**src/hdl/gpm_defines.svh**
```systemverilog
// Offsets, field positions and reset values of the GPIO port registers.
// Assumes inclusion by bare name from the hdl folder.
`ifndef GPM_DEFINES_SVH
`define GPM_DEFINES_SVH

// ----------------------------------------------------------------------
// Register offsets
// ----------------------------------------------------------------------
`define GPM_OFS_DIRECTION   4'hA
`define GPM_OFS_PIN_LEVEL   4'hB
`define GPM_OFS_IRQ_ENABLE  4'hC
`define GPM_OFS_CONTROL     4'hE

// ----------------------------------------------------------------------
// Reset values
// ----------------------------------------------------------------------
`define GPM_RST_DIRECTION   8'h00
`define GPM_RST_PIN_LEVEL   8'hFF
`define GPM_RST_IRQ_ENABLE  8'h00
`define GPM_RST_CONTROL     8'h00
`define GPM_RD_UNMAPPED     8'h00

// ----------------------------------------------------------------------
// Control fields
// ----------------------------------------------------------------------
`define GPM_CTL_LATCH       0
`define GPM_CTL_MODEM_HI    1
`define GPM_CTL_MODEM_LO    2
`define GPM_CTL_SOFT_RESET  3
`define GPM_CTL_RW_MASK     8'h07

// ----------------------------------------------------------------------
// Modem pin positions, upper nibble first channel, lower second
// ----------------------------------------------------------------------
`define GPM_PIN_RI_HI       7
`define GPM_PIN_CD_HI       6
`define GPM_PIN_DTR_HI      5
`define GPM_PIN_DSR_HI      4
`define GPM_PIN_RI_LO       3
`define GPM_PIN_CD_LO       2
`define GPM_PIN_DTR_LO      1
`define GPM_PIN_DSR_LO      0

`endif

```
**src/hdl/gpm_pkg.sv**
```systemverilog
// Types shared by the GPIO port modules.
// Assumes the defines header holds all numeric constants.
package gpm_pkg;
    typedef logic [7:0] gpm_byte_t;
    typedef logic [3:0] gpm_addr_t;
endpackage

```
**src/hdl/gpm_chg_if.sv**
```systemverilog
// Carrier between the port top and its change detector.
// Assumes one clock domain shared by both ends.
`timescale 1ns/100ps
interface gpm_chg_if #(parameter int W = 8);
    logic [W-1:0] pin;
    logic [W-1:0] arm;
    logic         latch;
    logic         capture;
    logic         srst;
    logic [W-1:0] pend;
    logic [W-1:0] held;

    modport ctl (output pin, arm, latch, capture, srst, input pend, held);
    modport det (input pin, arm, latch, capture, srst, output pend, held);
endinterface

```
**src/hdl/gpm_chg.sv**
```systemverilog
// Per-pin change detector with reference levels and optional latching.
// Assumes pin levels synchronous to MCLK.
`timescale 1ns/100ps
module gpm_chg #(
    parameter int W = 8
) (
    input  wire logic MCLK,
    input  wire logic ARST_N,
    gpm_chg_if.det    chg
);
    logic [W-1:0] ref_q,  ref_d;
    logic [W-1:0] prev_q;
    logic [W-1:0] stk_q,  stk_d;
    logic [W-1:0] held_q, held_d;
    wire  [W-1:0] mism  = chg.arm & (chg.pin ^ ref_q);
    wire  [W-1:0] event_w = mism & (chg.pin ^ prev_q);
    // An event refreshes the held level unless an older one is still pending
    wire  [W-1:0] fresh_w = event_w & ~(stk_q & ~{W{chg.capture}});

    // ------------------------------------------------------------------
    // Reference and sticky state
    // ------------------------------------------------------------------
    assign ref_d  = chg.capture ? chg.pin : ref_q;
    // Set wins over the clear of a read
    assign stk_d  = chg.latch ? ((stk_q & ~{W{chg.capture}}) | event_w)
                              : '0;
    assign held_d = (fresh_w & chg.pin) | (held_q & ~fresh_w);
    assign chg.pend = chg.latch ? stk_q : mism;
    assign chg.held = held_q;

    always_ff @(posedge MCLK or negedge ARST_N) begin
        if (!ARST_N) begin
            ref_q  <= '0;
            prev_q <= '0;
            stk_q  <= '0;
            held_q <= '0;
        end else if (chg.srst) begin
            ref_q  <= '0;
            prev_q <= chg.pin;
            stk_q  <= '0;
            held_q <= '0;
        end else begin
            ref_q  <= ref_d;
            prev_q <= chg.pin;
            stk_q  <= stk_d;
            held_q <= held_d;
        end
    end
endmodule

```
**src/hdl/gpm_port.sv**
```systemverilog
// GPIO port with per-nibble modem select, one select bit for each of the two channels.
// Assumes a register strobe port from the host bridge and pins sampled on MCLK.
`timescale 1ns/100ps
`include "gpm_defines.svh"
module gpm_port #(
    parameter int W = 8
) (
    input  wire logic       MCLK,
    input  wire logic       ARST_N,
    input  wire logic [3:0] REG_ADDR,
    input  wire logic [7:0] REG_WDATA,
    input  wire logic       REG_WR,
    input  wire logic       REG_RD,
    output      logic [7:0] REG_RDATA,
    input  wire logic [7:0] GPIO_IN,
    output      logic [7:0] GPIO_OUT,
    output      logic [7:0] GPIO_OE,
    output      logic       GPIO_IRQ,
    output      logic       SOFT_RESET,
    input  wire logic       TERM_READY_FIRST_N,
    input  wire logic       TERM_READY_SECOND_N,
    output      logic       RING_IND_FIRST_N,
    output      logic       CARRIER_DET_FIRST_N,
    output      logic       SET_READY_FIRST_N,
    output      logic       RING_IND_SECOND_N,
    output      logic       CARRIER_DET_SECOND_N,
    output      logic       SET_READY_SECOND_N
);
    gpm_pkg::gpm_byte_t dir_q, dir_d;
    gpm_pkg::gpm_byte_t lvl_q, lvl_d;
    gpm_pkg::gpm_byte_t ien_q, ien_d;
    gpm_pkg::gpm_byte_t ctl_q, ctl_d;
    gpm_pkg::gpm_byte_t rdata_d;
    gpm_pkg::gpm_byte_t out_d, oe_d;
    logic               srst_q;

    gpm_chg_if #(.W(W)) chg ();

    // ------------------------------------------------------------------
    // Address decode
    // ------------------------------------------------------------------
    wire sel_dir  = (REG_ADDR == `GPM_OFS_DIRECTION);
    wire sel_lvl  = (REG_ADDR == `GPM_OFS_PIN_LEVEL);
    wire sel_ien  = (REG_ADDR == `GPM_OFS_IRQ_ENABLE);
    wire sel_ctl  = (REG_ADDR == `GPM_OFS_CONTROL);
    wire wr_dir   = REG_WR & sel_dir;
    wire wr_lvl   = REG_WR & sel_lvl;
    wire wr_ien   = REG_WR & sel_ien;
    wire wr_ctl   = REG_WR & sel_ctl;
    wire rd_lvl   = REG_RD & sel_lvl;

    // ------------------------------------------------------------------
    // Nibble modes
    // ------------------------------------------------------------------
    wire modem_hi = ctl_q[`GPM_CTL_MODEM_HI];
    wire modem_lo = ctl_q[`GPM_CTL_MODEM_LO];
    wire latch_on = ctl_q[`GPM_CTL_LATCH];
    wire [7:0] gpio_sel = {{4{~modem_hi}}, {4{~modem_lo}}};
    wire [7:0] drv_gpio = gpio_sel & dir_q;
    wire [7:0] arm_w    = ien_q & gpio_sel & ~dir_q;

    // ------------------------------------------------------------------
    // Register next values
    // ------------------------------------------------------------------
    assign dir_d = wr_dir ? REG_WDATA : dir_q;
    assign lvl_d = wr_lvl ? REG_WDATA : lvl_q;
    assign ien_d = wr_ien ? REG_WDATA : ien_q;
    assign ctl_d = wr_ctl ? (REG_WDATA & `GPM_CTL_RW_MASK) : ctl_q;
    wire   srst_req = wr_ctl & REG_WDATA[`GPM_CTL_SOFT_RESET];

    // ------------------------------------------------------------------
    // Read mux
    // ------------------------------------------------------------------
    wire [7:0] held_sel  = latch_on ? chg.pend : 8'h00;
    wire [7:0] lvl_view  = (held_sel & chg.held) | (~held_sel & GPIO_IN);
    wire [7:0] ctl_view  = {4'h0, srst_q, ctl_q[2:0]};
    assign rdata_d = sel_dir ? dir_q :
                     sel_lvl ? lvl_view :
                     sel_ien ? ien_q :
                     sel_ctl ? ctl_view : `GPM_RD_UNMAPPED;

    // ------------------------------------------------------------------
    // Pin drive, modem terminal ready passes out in modem mode
    // ------------------------------------------------------------------
    always_comb begin
        out_d = lvl_q;
        oe_d  = drv_gpio;
        if (modem_hi) begin
            out_d[`GPM_PIN_DTR_HI] = TERM_READY_FIRST_N;
            oe_d[`GPM_PIN_DTR_HI]  = 1'b1;
        end
        if (modem_lo) begin
            out_d[`GPM_PIN_DTR_LO] = TERM_READY_SECOND_N;
            oe_d[`GPM_PIN_DTR_LO]  = 1'b1;
        end
    end

    // ------------------------------------------------------------------
    // Change detector
    // ------------------------------------------------------------------
    assign chg.pin     = GPIO_IN;
    assign chg.arm     = arm_w;
    assign chg.latch   = latch_on;
    assign chg.capture = rd_lvl;
    assign chg.srst    = srst_q;

    gpm_chg #(.W(W)) u_chg (
        .MCLK   (MCLK),
        .ARST_N (ARST_N),
        .chg    (chg)
    );

    // ------------------------------------------------------------------
    // Registers; soft reset clears the single shared set
    // ------------------------------------------------------------------
    always_ff @(posedge MCLK or negedge ARST_N) begin
        if (!ARST_N) begin
            dir_q  <= `GPM_RST_DIRECTION;
            lvl_q  <= `GPM_RST_PIN_LEVEL;
            ien_q  <= `GPM_RST_IRQ_ENABLE;
            ctl_q  <= `GPM_RST_CONTROL;
            srst_q <= 1'b0;
        end else if (srst_q) begin
            dir_q  <= `GPM_RST_DIRECTION;
            lvl_q  <= `GPM_RST_PIN_LEVEL;
            ien_q  <= `GPM_RST_IRQ_ENABLE;
            ctl_q  <= `GPM_RST_CONTROL;
            srst_q <= 1'b0;
        end else begin
            dir_q  <= dir_d;
            lvl_q  <= lvl_d;
            ien_q  <= ien_d;
            ctl_q  <= ctl_d;
            srst_q <= srst_req;
        end
    end

    always_ff @(posedge MCLK or negedge ARST_N) begin
        if (!ARST_N) begin
            REG_RDATA <= `GPM_RD_UNMAPPED;
            GPIO_OUT  <= `GPM_RST_PIN_LEVEL;
            GPIO_OE   <= `GPM_RST_DIRECTION;
            GPIO_IRQ  <= 1'b0;
            SOFT_RESET <= 1'b0;
        end else begin
            REG_RDATA <= REG_RD ? rdata_d : REG_RDATA;
            GPIO_OUT  <= out_d;
            GPIO_OE   <= oe_d;
            GPIO_IRQ  <= |chg.pend;
            SOFT_RESET <= srst_q;
        end
    end

    always_ff @(posedge MCLK or negedge ARST_N) begin
        if (!ARST_N) begin
            RING_IND_FIRST_N     <= 1'b1;
            CARRIER_DET_FIRST_N  <= 1'b1;
            SET_READY_FIRST_N    <= 1'b1;
            RING_IND_SECOND_N    <= 1'b1;
            CARRIER_DET_SECOND_N <= 1'b1;
            SET_READY_SECOND_N   <= 1'b1;
        end else begin
            RING_IND_FIRST_N     <= modem_hi ? GPIO_IN[`GPM_PIN_RI_HI]  : 1'b1;
            CARRIER_DET_FIRST_N  <= modem_hi ? GPIO_IN[`GPM_PIN_CD_HI]  : 1'b1;
            SET_READY_FIRST_N    <= modem_hi ? GPIO_IN[`GPM_PIN_DSR_HI] : 1'b1;
            RING_IND_SECOND_N    <= modem_lo ? GPIO_IN[`GPM_PIN_RI_LO]  : 1'b1;
            CARRIER_DET_SECOND_N <= modem_lo ? GPIO_IN[`GPM_PIN_CD_LO]  : 1'b1;
            SET_READY_SECOND_N   <= modem_lo ? GPIO_IN[`GPM_PIN_DSR_LO] : 1'b1;
        end
    end
endmodule

```
**config.mk**
```make
export PLATFORM = sky130hd
export DESIGN_NAME = gpm_port
export DESIGN_NICKNAME = d
export VERILOG_FILES = /design/src/hdl/gpm_pkg.sv /design/src/hdl/gpm_chg_if.sv /design/src/hdl/gpm_chg.sv /design/src/hdl/gpm_port.sv
export VERILOG_INCLUDE_DIRS = /design/src /design/src/hdl
export SDC_FILE = /design/constraint.sdc
export NUM_CORES = 1
export LEC_CHECK = 0
export ABC_AREA = 1
export CORE_MARGIN = 4
export CORE_UTILIZATION = 30
export DETAILED_ROUTE_END_ITERATION = 7
export DONT_BUFFER_PORTS = 1
export PLACE_DENSITY = 0.52
export SLEW_MARGIN = 10
export SYNTH_ARGS = -nofsm -noshare
export SYNTH_HDL_FRONTEND = slang
export SYNTH_SLANG_ARGS = --single-unit
```
**constraint.sdc**
```tcl
create_clock -name MCLK -period 1.3 [get_ports MCLK]
set_input_delay 0.26 -clock MCLK [delete_from_list [all_inputs] [get_ports MCLK]]
set_output_delay 0.26 -clock MCLK [all_outputs]
set_load 0.02 [all_outputs]
```
# After elaboration in Yosys (flattened, before gate mapping)
# Index checks and enable logic that the tools add are counted.
dict set report word_totals {
  ff_bits 92
  output_inout_bits 32
}
dict set report classes {
  n_bitwise 29
  reduce_logical 6
  eq_ne 4
  mux 30
}
# cell count
set op_table {}
lappend op_table {{2-to-1 mux 8 bit} 16}
lappend op_table {{bitwise AND 8 bit} 11}
lappend op_table {{inverter 8 bit} 5}
lappend op_table {{bitwise OR 8 bit} 3}
lappend op_table {{equality test 4 bit (second input constant)} 4}
lappend op_table {{bitwise XOR 8 bit} 2}
lappend op_table {{2-to-1 mux 1 bit} 11}
lappend op_table {{nonzero test 2 bit} 5}
lappend op_table {{OR reduction 8 bit} 1}
lappend op_table {{bitwise AND 1 bit} 6}
lappend op_table {{2-to-1 mux 3 bit} 2}
lappend op_table {{2-to-1 mux 4 bit} 1}
lappend op_table {{inverter 1 bit} 2}

# Depth between registers and ports, before layout
# Gate-level depths: netlist of the first run.
dict set report depth {
  word_depth 11
  depth_mapped 10
  depth_no_buf 9
}

# Hierarchy
# A second synthesis of the first run with hierarchy kept.
dict set report unflattened {
  hier_cells 535
  area_unflattened_um2 4393.0
}
# mod seq_area_each_um2 n_inst area_per_inst_um2 cells_each
set modules_own_cells {}
lappend modules_own_cells {gpm_port 1529.0 1 2686.3 303}
lappend modules_own_cells {gpm_chg 800.8 1 1706.6 232}

# Worst setup path before layout of the first run
# No wires, ideal clock.
dict set report synth_path {
  kind {flip-flop to flip-flop}
  from {register ctl_q[1]}
  to {register u_chg.held_q[4], in the netlist u_chg.chg.held[4]}
  period_less_slack_ns 1.248
  required_ns 1.181
  n_path_buf 1
  arrival_ns 1.129
  path_slack_ns 0.052
  path_stages_with_launch 8
  setup_ns 0.119
  cell_sequence {dfrtp_1 > clkbuf_1 > nor3_1 > nand2_1 > nor2_1 > nand3_1 > nand2_1 > nor2_1}
}
dict set report synth_between {
  elab_chain_len 10
  elab_cells_between_ends 11
  cone_classes {mux (1); bitwise (10)}
}
# element line
set synth_rtl {}
lappend synth_rtl {{start, declared} gpm_port.sv:32} ;# gpm_pkg::gpm_byte_t ctl_q, ctl_d;
lappend synth_rtl {{start signal, assigned} gpm_port.sv:121} ;# ctl_q <= `GPM_RST_CONTROL;
lappend synth_rtl {{start signal, assigned} gpm_port.sv:127} ;# ctl_q <= `GPM_RST_CONTROL;
lappend synth_rtl {{start signal, assigned} gpm_port.sv:133} ;# ctl_q <= ctl_d;
lappend synth_rtl {{inverter 1 bit (*)} gpm_port.sv:58} ;# wire [7:0] gpio_sel = {{4{~modem_hi}}, {4{~modem_lo}}};
lappend synth_rtl {{bitwise AND 8 bit (*) (2 in a row)} gpm_port.sv:60} ;# wire [7:0] arm_w = ien_q & gpio_sel & ~dir_q;
lappend synth_rtl {{bitwise AND 8 bit (*)} gpm_chg.sv:15} ;# wire [W-1:0] mism = chg.arm & (chg.pin ^ ref_q);
lappend synth_rtl {{bitwise AND 8 bit (*)} gpm_chg.sv:16} ;# wire [W-1:0] event_w = mism & (chg.pin ^ prev_q);
lappend synth_rtl {{bitwise AND 8 bit (*)} gpm_chg.sv:18} ;# wire [W-1:0] fresh_w = event_w & ~(stk_q & ~{W{chg.capture}});
lappend synth_rtl {{inverter 8 bit} gpm_chg.sv:27} ;# assign held_d = (fresh_w & chg.pin) | (held_q & ~fresh_w);
lappend synth_rtl {{bitwise AND 8 bit} gpm_chg.sv:27}
lappend synth_rtl {{bitwise OR 8 bit (*)} gpm_chg.sv:27}
lappend synth_rtl {{2-to-1 mux 8 bit (*)} gpm_chg.sv:37} ;# end else if (chg.srst) begin
lappend synth_rtl {{end signal, assigned} gpm_chg.sv:46} ;# held_q <= held_d;
lappend synth_rtl {{end, declared} gpm_chg.sv:14} ;# logic [W-1:0] held_q, held_d;
# Every way passes the cells marked *; elsewhere a longest branch is shown, timed or not.
# A chain may end at the register's enable or synchronous reset.

# Worst setup path after layout of the first run
dict set report layout_path {
  from {register ctl_q[2]}
  to {register u_chg.held_q[1], in the netlist u_chg.chg.held[1]}
}
# The elaborated chain is that of the path after synthesis.

==> results of run 1 <==
## kinds of logic after synthesis
kind of cell / Yosys count / share of synthesized area, %
AND/OR/NAND/NOR: 240 / 24.0
flip-flops: 92 / 57.0
buffers and inverters: 72 / 6.91
AO/OA/AOI/OAI: 69 / 10.5
XOR/XNOR: 8 / 1.71
## layout by cell type (no fill, tap or decap), drive strengths merged
| cell | instances |
|---|---|
| a21oi | 14 |
| buf | 40 |
| bufinv | 1 |
| clkbuf | 16 |
| dfrtp | 70 |
| dfstp | 22 |
| dlygate4sd3 | 8 |
| inv | 59 |
| nand2 | 143 |
| nand3 | 30 |
| nand3b | 1 |
| nand4 | 1 |
| nor2 | 60 |
| nor3 | 5 |
| o211ai | 5 |
| o21a | 8 |
| o21ai | 26 |
| o22ai | 8 |
| o31ai | 8 |
| xnor2 | 8 |
## power groups by stage
stage | registers (mW) | clock network, mW | logic, mW
floorplan | 4.07 | 0 | 0.822
global placement | 4.22 | 0 | 1.14
detailed placement | 4.24 | 0 | 1.16
CTS | 4.20 | 2.80 | 1.19
global route | 4.23 | 2.95 | 1.52
finish | 4.17 | 2.71 | 1.35
## per-stage QoR
step	setup WS [ns]	cell area, sq um	utilization (%)	std cells	TNS (ns)
floorplan	0.0525	4090	-	481	0
global placement	-0.0898	4550	34.2	679	-0.744
detailed placement	-0.108	4550	34.2	679	-0.648
CTS	0.0126	4950	37.2	703	0
global route	-0.0184	5100	38.4	709	-0.0735
finish	0.0550	5100	38.4	709	0
## worst max-delay path, delay by kind of cell (launching register included)
| kind | cells | cell delay, ns |
|---|---|---|
| simple gates | 7 | 0.63 |
| flops | 1 | 0.39 |
| buf+inv | 1 | 0.11 |
## sequential cells by signal (all words and copies together), names as in the netlist, 8 cells and up
register,count
GPIO_OE,8
REG_RDATA,8
lvl_q,8
u_chg.stk_q,8
u_chg.chg.held,8
dir_q,8
GPIO_OUT,8
u_chg.ref_q,8
ien_q,8
u_chg.prev_q,8
## cells in the mapped netlist, types with 3 or more instances
cell        n  area [sq um]
a21oi_1    14          70.1
buf_2       4          20.0
clkbuf_1    7          26.3
dfrtp_1    70          1750
dfstp_2    22           578
inv_1      58           218
nand2_1   143           537
nand3_1    29           145
nor2_1     59           221
nor3_1      3          15.0
o211ai_2    4          50.1
o21a_1      8          60.1
o21ai_0    26           130
o22ai_1     8          50.1
o31ai_1     8          60.1
xnor2_1     8          70.1
## final timing paths
path | depth (start not counted) | slack [ns] | end
setup / recovery | 8 | 0.05 | u_chg.chg.held[1]
hold / removal | 0 | -0.39 | REG_RDATA[1]
setup reg to reg | 8 | 0.05 | u_chg.chg.held[1]
hold reg to reg | 0 | 0.37 | GPIO_OUT[2]
max in group asynchronous | 0 | 1.45 | CARRIER_DET_FIRST_N
min in group MCLK | 2 | 0.03 | GPIO_OUT[5]
## area by class of cell
class                   count  area (sq um)  area share [%]
clock inverters             1          30.0           0.589
inverters                  59           221            4.34
clock buffers              15           278            5.44
multi-input cells         317          1600            31.3
well taps                 176           220            4.32
flip-flops and latches     92          2330            45.7
repair buffers             49           425            8.34
## what timing repair did
item                                   4_1_cts  5_1_grt
endpoints found under the hold margin      100       92
pin swaps                                    0       19
gates resized for setup                      3       38
buffers inserted                             0        6
setup endpoints to repair                   18       32
## layer usage
| layer | up-vias | routed length [um] |
|---|---|---|
| met5 | - | 0 |
| met4 | 0 | 210 |
| met3 | 15 | 567 |
| met2 | 66 | 5540 |
| met1 | 1599 | 5080 |
| li1 | 1615 | - |
==> summary.txt, run 1 <==
Clock tree
  – Root buf cell: clkbuf_16
  – CTS clk-pin slew, worst paths: 0.06 ns
  – Clock buffer count from CTS: 9
  – Clock Path Buffers: 2
  – Clock sink total: 92
  – Cts hold-fix bufs: 8
  – H-tree depth: 3
  – Clock Latency Late Sink: 0.35 ns
  – CTS tree: done

Run
  – Max cap viols: 0

Floorplanning
  – # rows: 42
  – Starting Density: 30.8%
  – Die width: 125 um
  – Height of the die: 125 um
  – I/O Pins: 58
  – Core Region: 13300 sq um
  – Die area: 15600 sq um

Place
  – Placer Congestion: 0.834
  – Detailed placement HPWL: ~8000 um
  – Port buffer count: 0

Routing
  – Routed vias: 3295
  – Initial DRC count: 236
  – Drt wl/cell: 16.1 um
  – Drc violations: 0
  – Routed Antenna Nets: 0
  – Via density: 4.65
  – DR pass1 iterations: 5
  – Routed WL: 11400 um

Critical path
  – Kind of critical path: reg2reg
  – Most frequent CP cell: nand2_2
  – CP Capture Type: flop
  – Crit path from: ctl_q[2]
  – FF-to-FF Start: ctl_q[2]
  – Crit path largest cell delay: 0.39 ns
  – Max FO, Critical Path: 5
  – CP max stage cell: dfrtp_1
  – Worst EP required: 1.53 ns
  – Critical Path AT: 1.48 ns
  – Startpoint Class: flop
  – Cells along the critical path: inv_2 > nand2_2 > nor2_2 > nand2_2 > nor2_4 > nand3_2 > nand2_2 > nor2_2

Synth
  – Post-synth cell types: 25
  – EDFF count, synth: 0
  – Synth Flop Type: dfrtp_1
  – #FFs+latches synth: 92
  – Synthesized cell area: 4090 sq um
  – Syn_nets: 507
  – Synth Warn #: 0
  – Mapped Cells: 481
  – Async set-or-reset flop fraction in the synthesized netlist: between 90% and 100%
  – Register area share after synthesis: 57.0%
  – Mean post-synth cell area: 8.50 sq um

STA
  – Slew HR: 74.3%
  – Final hold slack: -0.390 ns
  – Final Hold Fails: 92
  – Period utilization: a little over nine tenths
  – Period minus WS final: 1.25 ns
  – Max Slew Vio Count: 0
  – Slew at the pin closest to its max-slew limit: 0.383 ns
  – RSZ-0062 raised after global routing: yes
  – FMAX: 0.803 GHz
  – Setup Skew: roughly 0.0084 ns
  – Endpoints failing setup: 0

GRT
  – GR met1 Demand/Resource: 18.4%
  – First-pass GRT wire length: 18300 um
  – M3 GR Usage: 4.93%
  – GRT Total Usage: 14.9%
  – Initial antenna violation count: 0
  – Most Crowded Layer GR: met2
  – Vias in the first global route: 3423
  – Grt ovf: 0
  – Largest net degree at the start of global routing: 93
  – GR met2 Demand/Resource: 24.6%

Cells and area
  – Diodes inserted: 0
  – Fill count: 1356
  – Layout cells sized above 1: a little over a fifth
  – Area Growth Syn to Fin: 24.7%
  – Net count, final: 554

Pwr
  – Int Pwr: a little under 6 mW
  – Reg power frac: 50.7%
  – Switching power share of the total: 29.4%
  – Logic pwr share: 16.4%
  – Total power draw: roughly 8.2 mW
  – Max IR drop VDD: 0.687 mV
  – Switching power: 2.42 mW
  – Pwr dens: 1610 nW/um^2
  – Lkg Pwr: between 2 and 3 nW
  – Clock power frac: 32.9%

Outcome
  – Failing checks: negative hold slack
  – Status: complete, but fails checks

Min path
  – Worst Hold Class: in2async
(Power assumes the default switching activity.)
==> inputs of run 2 (changes only) <==
- CORE_ASPECT_RATIO: not set -> 0.75
==> summary.txt, run 2 (same netlist as run 1, synthesis figures left out) <==
Critical path
  – Worst EP required: 1.53 ns (about the same)
  – Max FO, Critical Path: 5 (unchanged)
  – Crit path largest cell delay: 0.45 ns (was 0.39 ns)
  – Critical Path AT: 1.49 ns (was 1.48 ns)
  – CP max stage cell: dfrtp_2 (was dfrtp_1)
  – Crit path from: ctl_q[1] (was ctl_q[2])
  – Kind of critical path: reg2reg (unchanged)
  – Reg2Reg Depth: 8 (unchanged)
  – FF-to-FF Start: ctl_q[1] (was ctl_q[2])
  – Startpoint Class: flop (unchanged)
  – Reg2reg setup slack: 0.04 ns (was 0.05 ns)
  – Worst Setup EP: u_chg.chg.held[6] (was u_chg.chg.held[1])
  – CP Capture Type: flop (unchanged)
  – Cells along the critical path: inv_2 > nand2_2 > nor2_2 > nand2_1 > nor2_2 > nand3_1 > nand2_1 > nor2_1 (was inv_2 > nand2_2 > nor2_2 > nand2_2 > nor2_4 > nand3_2 > nand2_2 > nor2_2)
  – R2R Path End: u_chg.chg.held[6] (was u_chg.chg.held[1])

Clock tree
  – CTS clk-pin slew, worst paths: 0.07 ns (was 0.06 ns)
  – Clock Path Buffers: 2 (unchanged)
  – Root buf cell: clkbuf_16 (unchanged)
  – H-tree depth: 3 (unchanged)
  – Cts hold-fix bufs: 8 (unchanged)
  – Clock buffer count from CTS: 9 (unchanged)
  – Clock Latency Late Sink: 0.34 ns (was 0.35 ns)
  – Clock sink total: 92 (unchanged)
  – CTS tree: done (unchanged)

Place
  – Port buffer count: 0 (unchanged)
  – Detailed placement HPWL: 7670 um (was 7970 um)
  – Dpl ws: -0.126 ns (was -0.108 ns)
  – Placer Congestion: 0.840 (was 0.834)

STA
  – RSZ-0062 raised after global routing: yes (unchanged)
  – Endpoints failing setup: 0 (unchanged)
  – Max Slew Vio Count: 0 (unchanged)
  – FMAX: 0.795 GHz (was 0.803 GHz)
  – Setup Skew: 0.00426 ns (was 0.00840 ns)
  – Period utilization: 96.7% (was 95.8%)
  – Final hold slack: -0.389 ns (was -0.390 ns)
  – Sum of negative setup slack: 0 ns (unchanged)
  – Slew HR: 71.3% (was 74.3%)
  – Period minus WS final: 1.26 ns (was 1.25 ns)
  – Slew at the pin closest to its max-slew limit: 0.430 ns (was 0.383 ns)
  – Min setup slack post-route: 0.0426 ns (was 0.0550 ns)
  – Final Hold Fails: 92 (unchanged)

Routing
  – DR pass1 iterations: 5 (unchanged)
  – Routed Antenna Nets: 0 (unchanged)
  – Routed vias: 3280 (was 3295)
  – Via density: 4.69 (was 4.65)
  – Routed WL: 10700 um (was 11400 um)
  – Initial DRC count: 275 (was 236)
  – Drc violations: 0 (unchanged)
  – Drt wl/cell: 15.3 um (was 16.1 um)

Pwr
  – Total power draw: 8.65 mW (was 8.23 mW)
  – Pwr dens: 1700 nW/um^2 (was 1610 nW/um^2)
  – Max IR drop VDD: 0.642 mV (was 0.687 mV)
  – Lkg Pwr: 2.52 nW (about the same)

Cells and area
  – Net count, final: 549 (was 554)
  – Commonest cells after routing, fill and taps aside: nand2_1 (137), dfrtp_1 (69), inv_1 (55), nor2_1 (45), buf_4 (30) (was nand2_1 (134), dfrtp_1 (68), inv_1 (55), nor2_1 (46), buf_4 (37))
  – Commonest non-fill, non-tap cell in the layout: nand2_1 (unchanged)
  – Fill count: 1334 (was 1356)
  – Area Growth Syn to Fin: 24.7% (about the same)
  – Diodes inserted: 0 (unchanged)
  – Final Core Density: 38.8% (was 38.4%)
  – Layout cells sized above 1: 20.8% (was 22.0%)

GRT
  – Most Crowded Layer GR: met1 (was met2)
  – Initial antenna violation count: 0 (unchanged)
  – GR met1 Demand/Resource: 21.3% (was 18.4%)
  – Largest net degree at the start of global routing: 93 (unchanged)
  – M3 GR Usage: 5.66% (was 4.93%)
  – First-pass GRT wire length: 17400 um (was 18300 um)
  – GR met2 Demand/Resource: 20.8% (was 24.6%)
  – GRT Total Usage: 14.6% (was 14.9%)
  – Grt ovf: 0 (unchanged)
  – Vias in the first global route: 3278 (was 3423)

Outcome
  – Failing checks: negative hold slack (unchanged)
  – Status: complete, but fails checks (unchanged)

Floorplanning
  – Height of the die: 109 um (was 125 um)
  – # rows: 36 (was 42)
  – Die area: 15600 sq um (about the same)
  – Die width: 143 um (was 125 um)
  – Core Region: 13200 sq um (was 13300 sq um)
  – Starting Density: 31.1% (was 30.8%)
  – I/O Pins: 58 (unchanged)

Min path
  – Worst Hold Class: in2async (unchanged)

Run
  – Max cap viols: 0 (unchanged)
run 2: cell count changes in the layout (fill, tap and decap cells not counted), sizes merged:
cell,previous run,this run
bufinv,1,4
clkinvlp,0,2
inv,59,60
buf,40,36
clkbuf,16,9
run 2: final cells by class:
type / instances / area [sq um] / share of cell area, %
clock inverters: 7 / 145 / 2.85
inverters: 59 / 225 / 4.42
multi-input cells: 317 / 1550 / 30.4
clock buffers: 9 / 225 / 4.42
repair buffers: 44 / 408 / 8.00
flip-flops and latches: 92 / 2330 / 45.7
well taps: 171 / 214 / 4.19
run 2: worst min path at each step:
stage | startpoint | to | slack (ns)
after detailed placement | ARST_N | u_chg.prev_q[6] | -0.03
after CTS | ARST_N | u_chg.prev_q[1] | -0.41
final | ARST_N | u_chg.prev_q[6] | -0.39
after floorplan | ARST_N | GPIO_IRQ | -0.04
after global placement | ARST_N | u_chg.prev_q[5] | -0.03
after global routing | ARST_N | u_chg.prev_q[6] | -0.41
run 2: report_power, final:
| group | internal, mW | switching, mW |
|---|---|---|
| clock network | 2.09 | 1.14 |
| registers | 3.57 | 0.576 |
| logic | 0.550 | 0.733 |
| total | 6.20 | 2.45 |
run 2: routing by layer:
metal	wire, um	up-vias
met3	840	6
met2	4550	103
met4	61	0
met1	5240	1570
li1	-	1601
met5	0	-
run 2: per-stage QoR:
stage | hold WS (ns) | cells | area, sq um
finish | -0.389 | 699 | 5100
global route | -0.409 | 699 | 5100
CTS | -0.406 | 698 | 5020
detailed placement | -0.0308 | 674 | 4560
global placement | -0.0313 | 674 | 4560
floorplan | -0.0356 | 481 | 4090
run 2: what timing repair did:
action | CTS | global route
pin swaps | 0 | 5
setup endpoints to repair | 7 | 22
endpoints found under the hold margin | 100 | 92
resized for setup | 6 | 26
buffers inserted | 0 | 1
run 2: worst max-delay path, delay by kind of cell, from the launching register on:
| family | cells | cell delay (ns) |
|---|---|---|
| buf+inv | 1 | 0.11 |
| flops | 1 | 0.45 |
| simple gates | 7 | 0.58 |
==> inputs of run 3 (changes only) <==
- CORE_ASPECT_RATIO: 0.75 -> 0.5
- CTS_CLUSTER_DIAMETER: not set -> 150
==> summary.txt, run 3 (same netlist as run 1, synthesis figures left out) <==
GRT
  – First-pass GRT wire length: 18300 um (was 17400 um)
  – Initial antenna violation count: 0 (unchanged)
  – GRT Total Usage: 14.9% (was 14.6%)
  – Vias in the first global route: 3284 (was 3278)
  – Largest net degree at the start of global routing: 93 (unchanged)
  – Grt ovf: 0 (unchanged)

Cells and area
  – Final instance count without filler cells: 699 (unchanged)
  – Commonest non-fill, non-tap cell in the layout: nand2_1 (unchanged)
  – Area Growth Syn to Fin: 22.3% (was 24.7%)
  – Diodes inserted: 0 (unchanged)
  – Final instance area: 5000 sq um (was 5100 sq um)
  – Net count, final: 550 (was 549)
  – Final Core Density: 38.5% (was 38.8%)
  – Commonest cells after routing, fill and taps aside: nand2_1 (139), dfrtp_1 (68), inv_1 (54), nor2_1 (51), buf_4 (34) (was nand2_1 (137), dfrtp_1 (69), inv_1 (55), nor2_1 (45), buf_4 (30))
  – Layout cells sized above 1: 19.7% (was 20.8%)
  – Fill count: 1346 (was 1334)

Outcome
  – Failing checks: negative hold slack (unchanged)
  – Status: complete, but fails checks (unchanged)

Clock tree
  – CTS clk-pin slew, worst paths: 0.07 ns (about the same)
  – Clock buffer count from CTS: 9 (unchanged)
  – Cts hold-fix bufs: 8 (unchanged)
  – H-tree depth: 3 (unchanged)
  – Root buf cell: clkbuf_16 (unchanged)
  – Clock sink total: 92 (unchanged)
  – Clock Latency Late Sink: 0.35 ns (was 0.34 ns)
  – Clock Path Buffers: 2 (unchanged)
  – CTS tree: done (unchanged)

Pwr
  – Logic pwr share: 15.8% (was 14.8%)
  – Int Pwr: 5.56 mW (was 6.20 mW)
  – Pwr dens: 1610 nW/um^2 (was 1700 nW/um^2)
  – Switching power: 2.51 mW (was 2.45 mW)
  – Max IR drop VDD: 0.659 mV (was 0.642 mV)
  – Total power draw: 8.07 mW (was 8.65 mW)
  – Clock power frac: 32.5% (was 37.3%)
  – Switching power share of the total: 31.1% (was 28.3%)
  – Reg power frac: 51.7% (was 47.9%)
  – Lkg Pwr: 2.48 nW (was 2.52 nW)

STA
  – Sum of negative setup slack: 0 ns (unchanged)
  – Final hold slack: -0.394 ns (was -0.389 ns)
  – FMAX: 0.788 GHz (was 0.795 GHz)
  – Max Slew Vio Count: 0 (unchanged)
  – Period utilization: 97.6% (was 96.7%)
  – Setup Skew: 0.00557 ns (was 0.00426 ns)
  – Endpoints failing setup: 0 (unchanged)
  – Final Hold Fails: 92 (unchanged)
  – Slew HR: 79.6% (was 71.3%)
  – Period minus WS final: 1.27 ns (was 1.26 ns)
  – Min setup slack post-route: 0.0315 ns (was 0.0426 ns)
  – Slew at the pin closest to its max-slew limit: 0.304 ns (was 0.430 ns)
  – RSZ-0062 raised after global routing: yes (unchanged)

Routing
  – Via density: 4.71 (was 4.69)
  – Drc violations: 0 (unchanged)
  – Drt wl/cell: 16.0 um (was 15.3 um)
  – Routed WL: 11200 um (was 10700 um)
  – DR pass1 iterations: 4 (was 5)
  – Initial DRC count: 238 (was 275)
  – Routed vias: 3295 (was 3280)
  – Routed Antenna Nets: 0 (unchanged)

Place
  – Dpl ws: -0.116 ns (was -0.126 ns)
  – Cell count after placement: 671 (was 674)
  – Port buffer count: 0 (unchanged)
  – Detailed placement HPWL: 7910 um (was 7670 um)
  – Placed inst area: 4510 sq um (was 4560 sq um)
  – Placer Congestion: 0.841 (was 0.840)

Critical path
  – Critical Path AT: 1.51 ns (was 1.49 ns)
  – CP max stage cell: dfrtp_2 (unchanged)
  – Worst EP required: 1.54 ns (was 1.53 ns)
  – Cells along the critical path: buf_12 > buf_4 > nand3_1 > nand2_1 > a21oi_2 > a21oi_1 (was inv_2 > nand2_2 > nor2_2 > nand2_1 > nor2_2 > nand3_1 > nand2_1 > nor2_1)
  – WP buf/inv: 2 (was 1)
  – Max FO, Critical Path: 8 (was 5)
  – Startpoint Class: flop (unchanged)
  – CP Capture Type: flop (unchanged)
  – Critical path's top delay family: flip-flops (was simple AND/OR/NAND/NOR gates)
  – Crit path largest cell delay: 0.48 ns (was 0.45 ns)
  – Kind of critical path: reg2reg (unchanged)

Floorplanning
  – Die area: 15700 sq um (was 15600 sq um)
  – Starting Density: 31.5% (was 31.1%)
  – Die width: 173 um (was 143 um)
  – Core Region: 13000 sq um (was 13200 sq um)
  – Height of the die: 90.6 um (was 109 um)
  – I/O Pins: 58 (unchanged)
  – # rows: 29 (was 36)

Min path
  – Worst Hold Class: in2async (unchanged)

Run
  – Max cap viols: 0 (unchanged)
==> run 3: metal layers <==
layer | part of all wire, % | routed length (um) | global-route usage [%] | up-vias
met3 | 5.8 | 653 | 4.64 | 21
met5 | 0 | 0 | 0 | -
met2 | 43 | 4830 | 22.2 | 80
met1 | 48 | 5400 | 20.1 | 1586
met4 | 2.6 | 286 | 6.10 | 0
li1 | - | - | - | 1608
==> run 3: what timing repair did <==
| action | 4_1_cts | 5_1_grt |
|---|---|---|
| endpoints found under the hold margin | 100 | 92 |
| pin swaps | 0 | 9 |
| setup endpoints to repair | 18 | 22 |
| gates resized for setup | 2 | 24 |
| setup buffers | 0 | 4 |
==> run 3: power by group through the flow <==
stage,logic [mW],clock network (mW),registers (mW)
4_1_cts,1.18,2.68,4.18
6_report,1.28,2.62,4.17
3_3_place_gp,1.13,0,4.23
2_1_floorplan,0.822,0,4.07
3_5_place_dp,1.15,0,4.22
5_1_grt,1.48,2.82,4.25
==> run 3: layout make-up <==
class,count,area (sq um),area share [%]
clock inverters,6,46.3,0.925
flip-flops and latches,92,2330,46.6
multi-input cells,317,1540,30.9
inverters,59,221,4.43
well taps,170,213,4.25
repair buffers,45,395,7.90
clock buffers,10,250,5.00
==> run 3: path summary, 6_finish.rpt <==
path | from | end | slack (ns) | cells past startpoint
setup / recovery | ctl_q[0] | REG_RDATA[5] | 0.03 | 6
hold / removal | ARST_N | u_chg.ref_q[2] | -0.39 | 0
setup reg to reg | ctl_q[0] | REG_RDATA[5] | 0.03 | 6
hold reg to reg | lvl_q[6] | GPIO_OUT[6] | 0.37 | 0
max in group asynchronous | ARST_N | SET_READY_FIRST_N | 1.43 | 0
min in group MCLK | TERM_READY_SECOND_N | GPIO_OUT[1] | 0.02 | 2
==> run 3: worst register-to-register path, cell delays in order, from the launching register on <==
cell and delay [ns]:
dfrtp_2 0.48, buf_12 0.16, buf_4 0.13, nand3_1 0.07
nand2_1 0.10, a21oi_2 0.15, a21oi_1 0.06
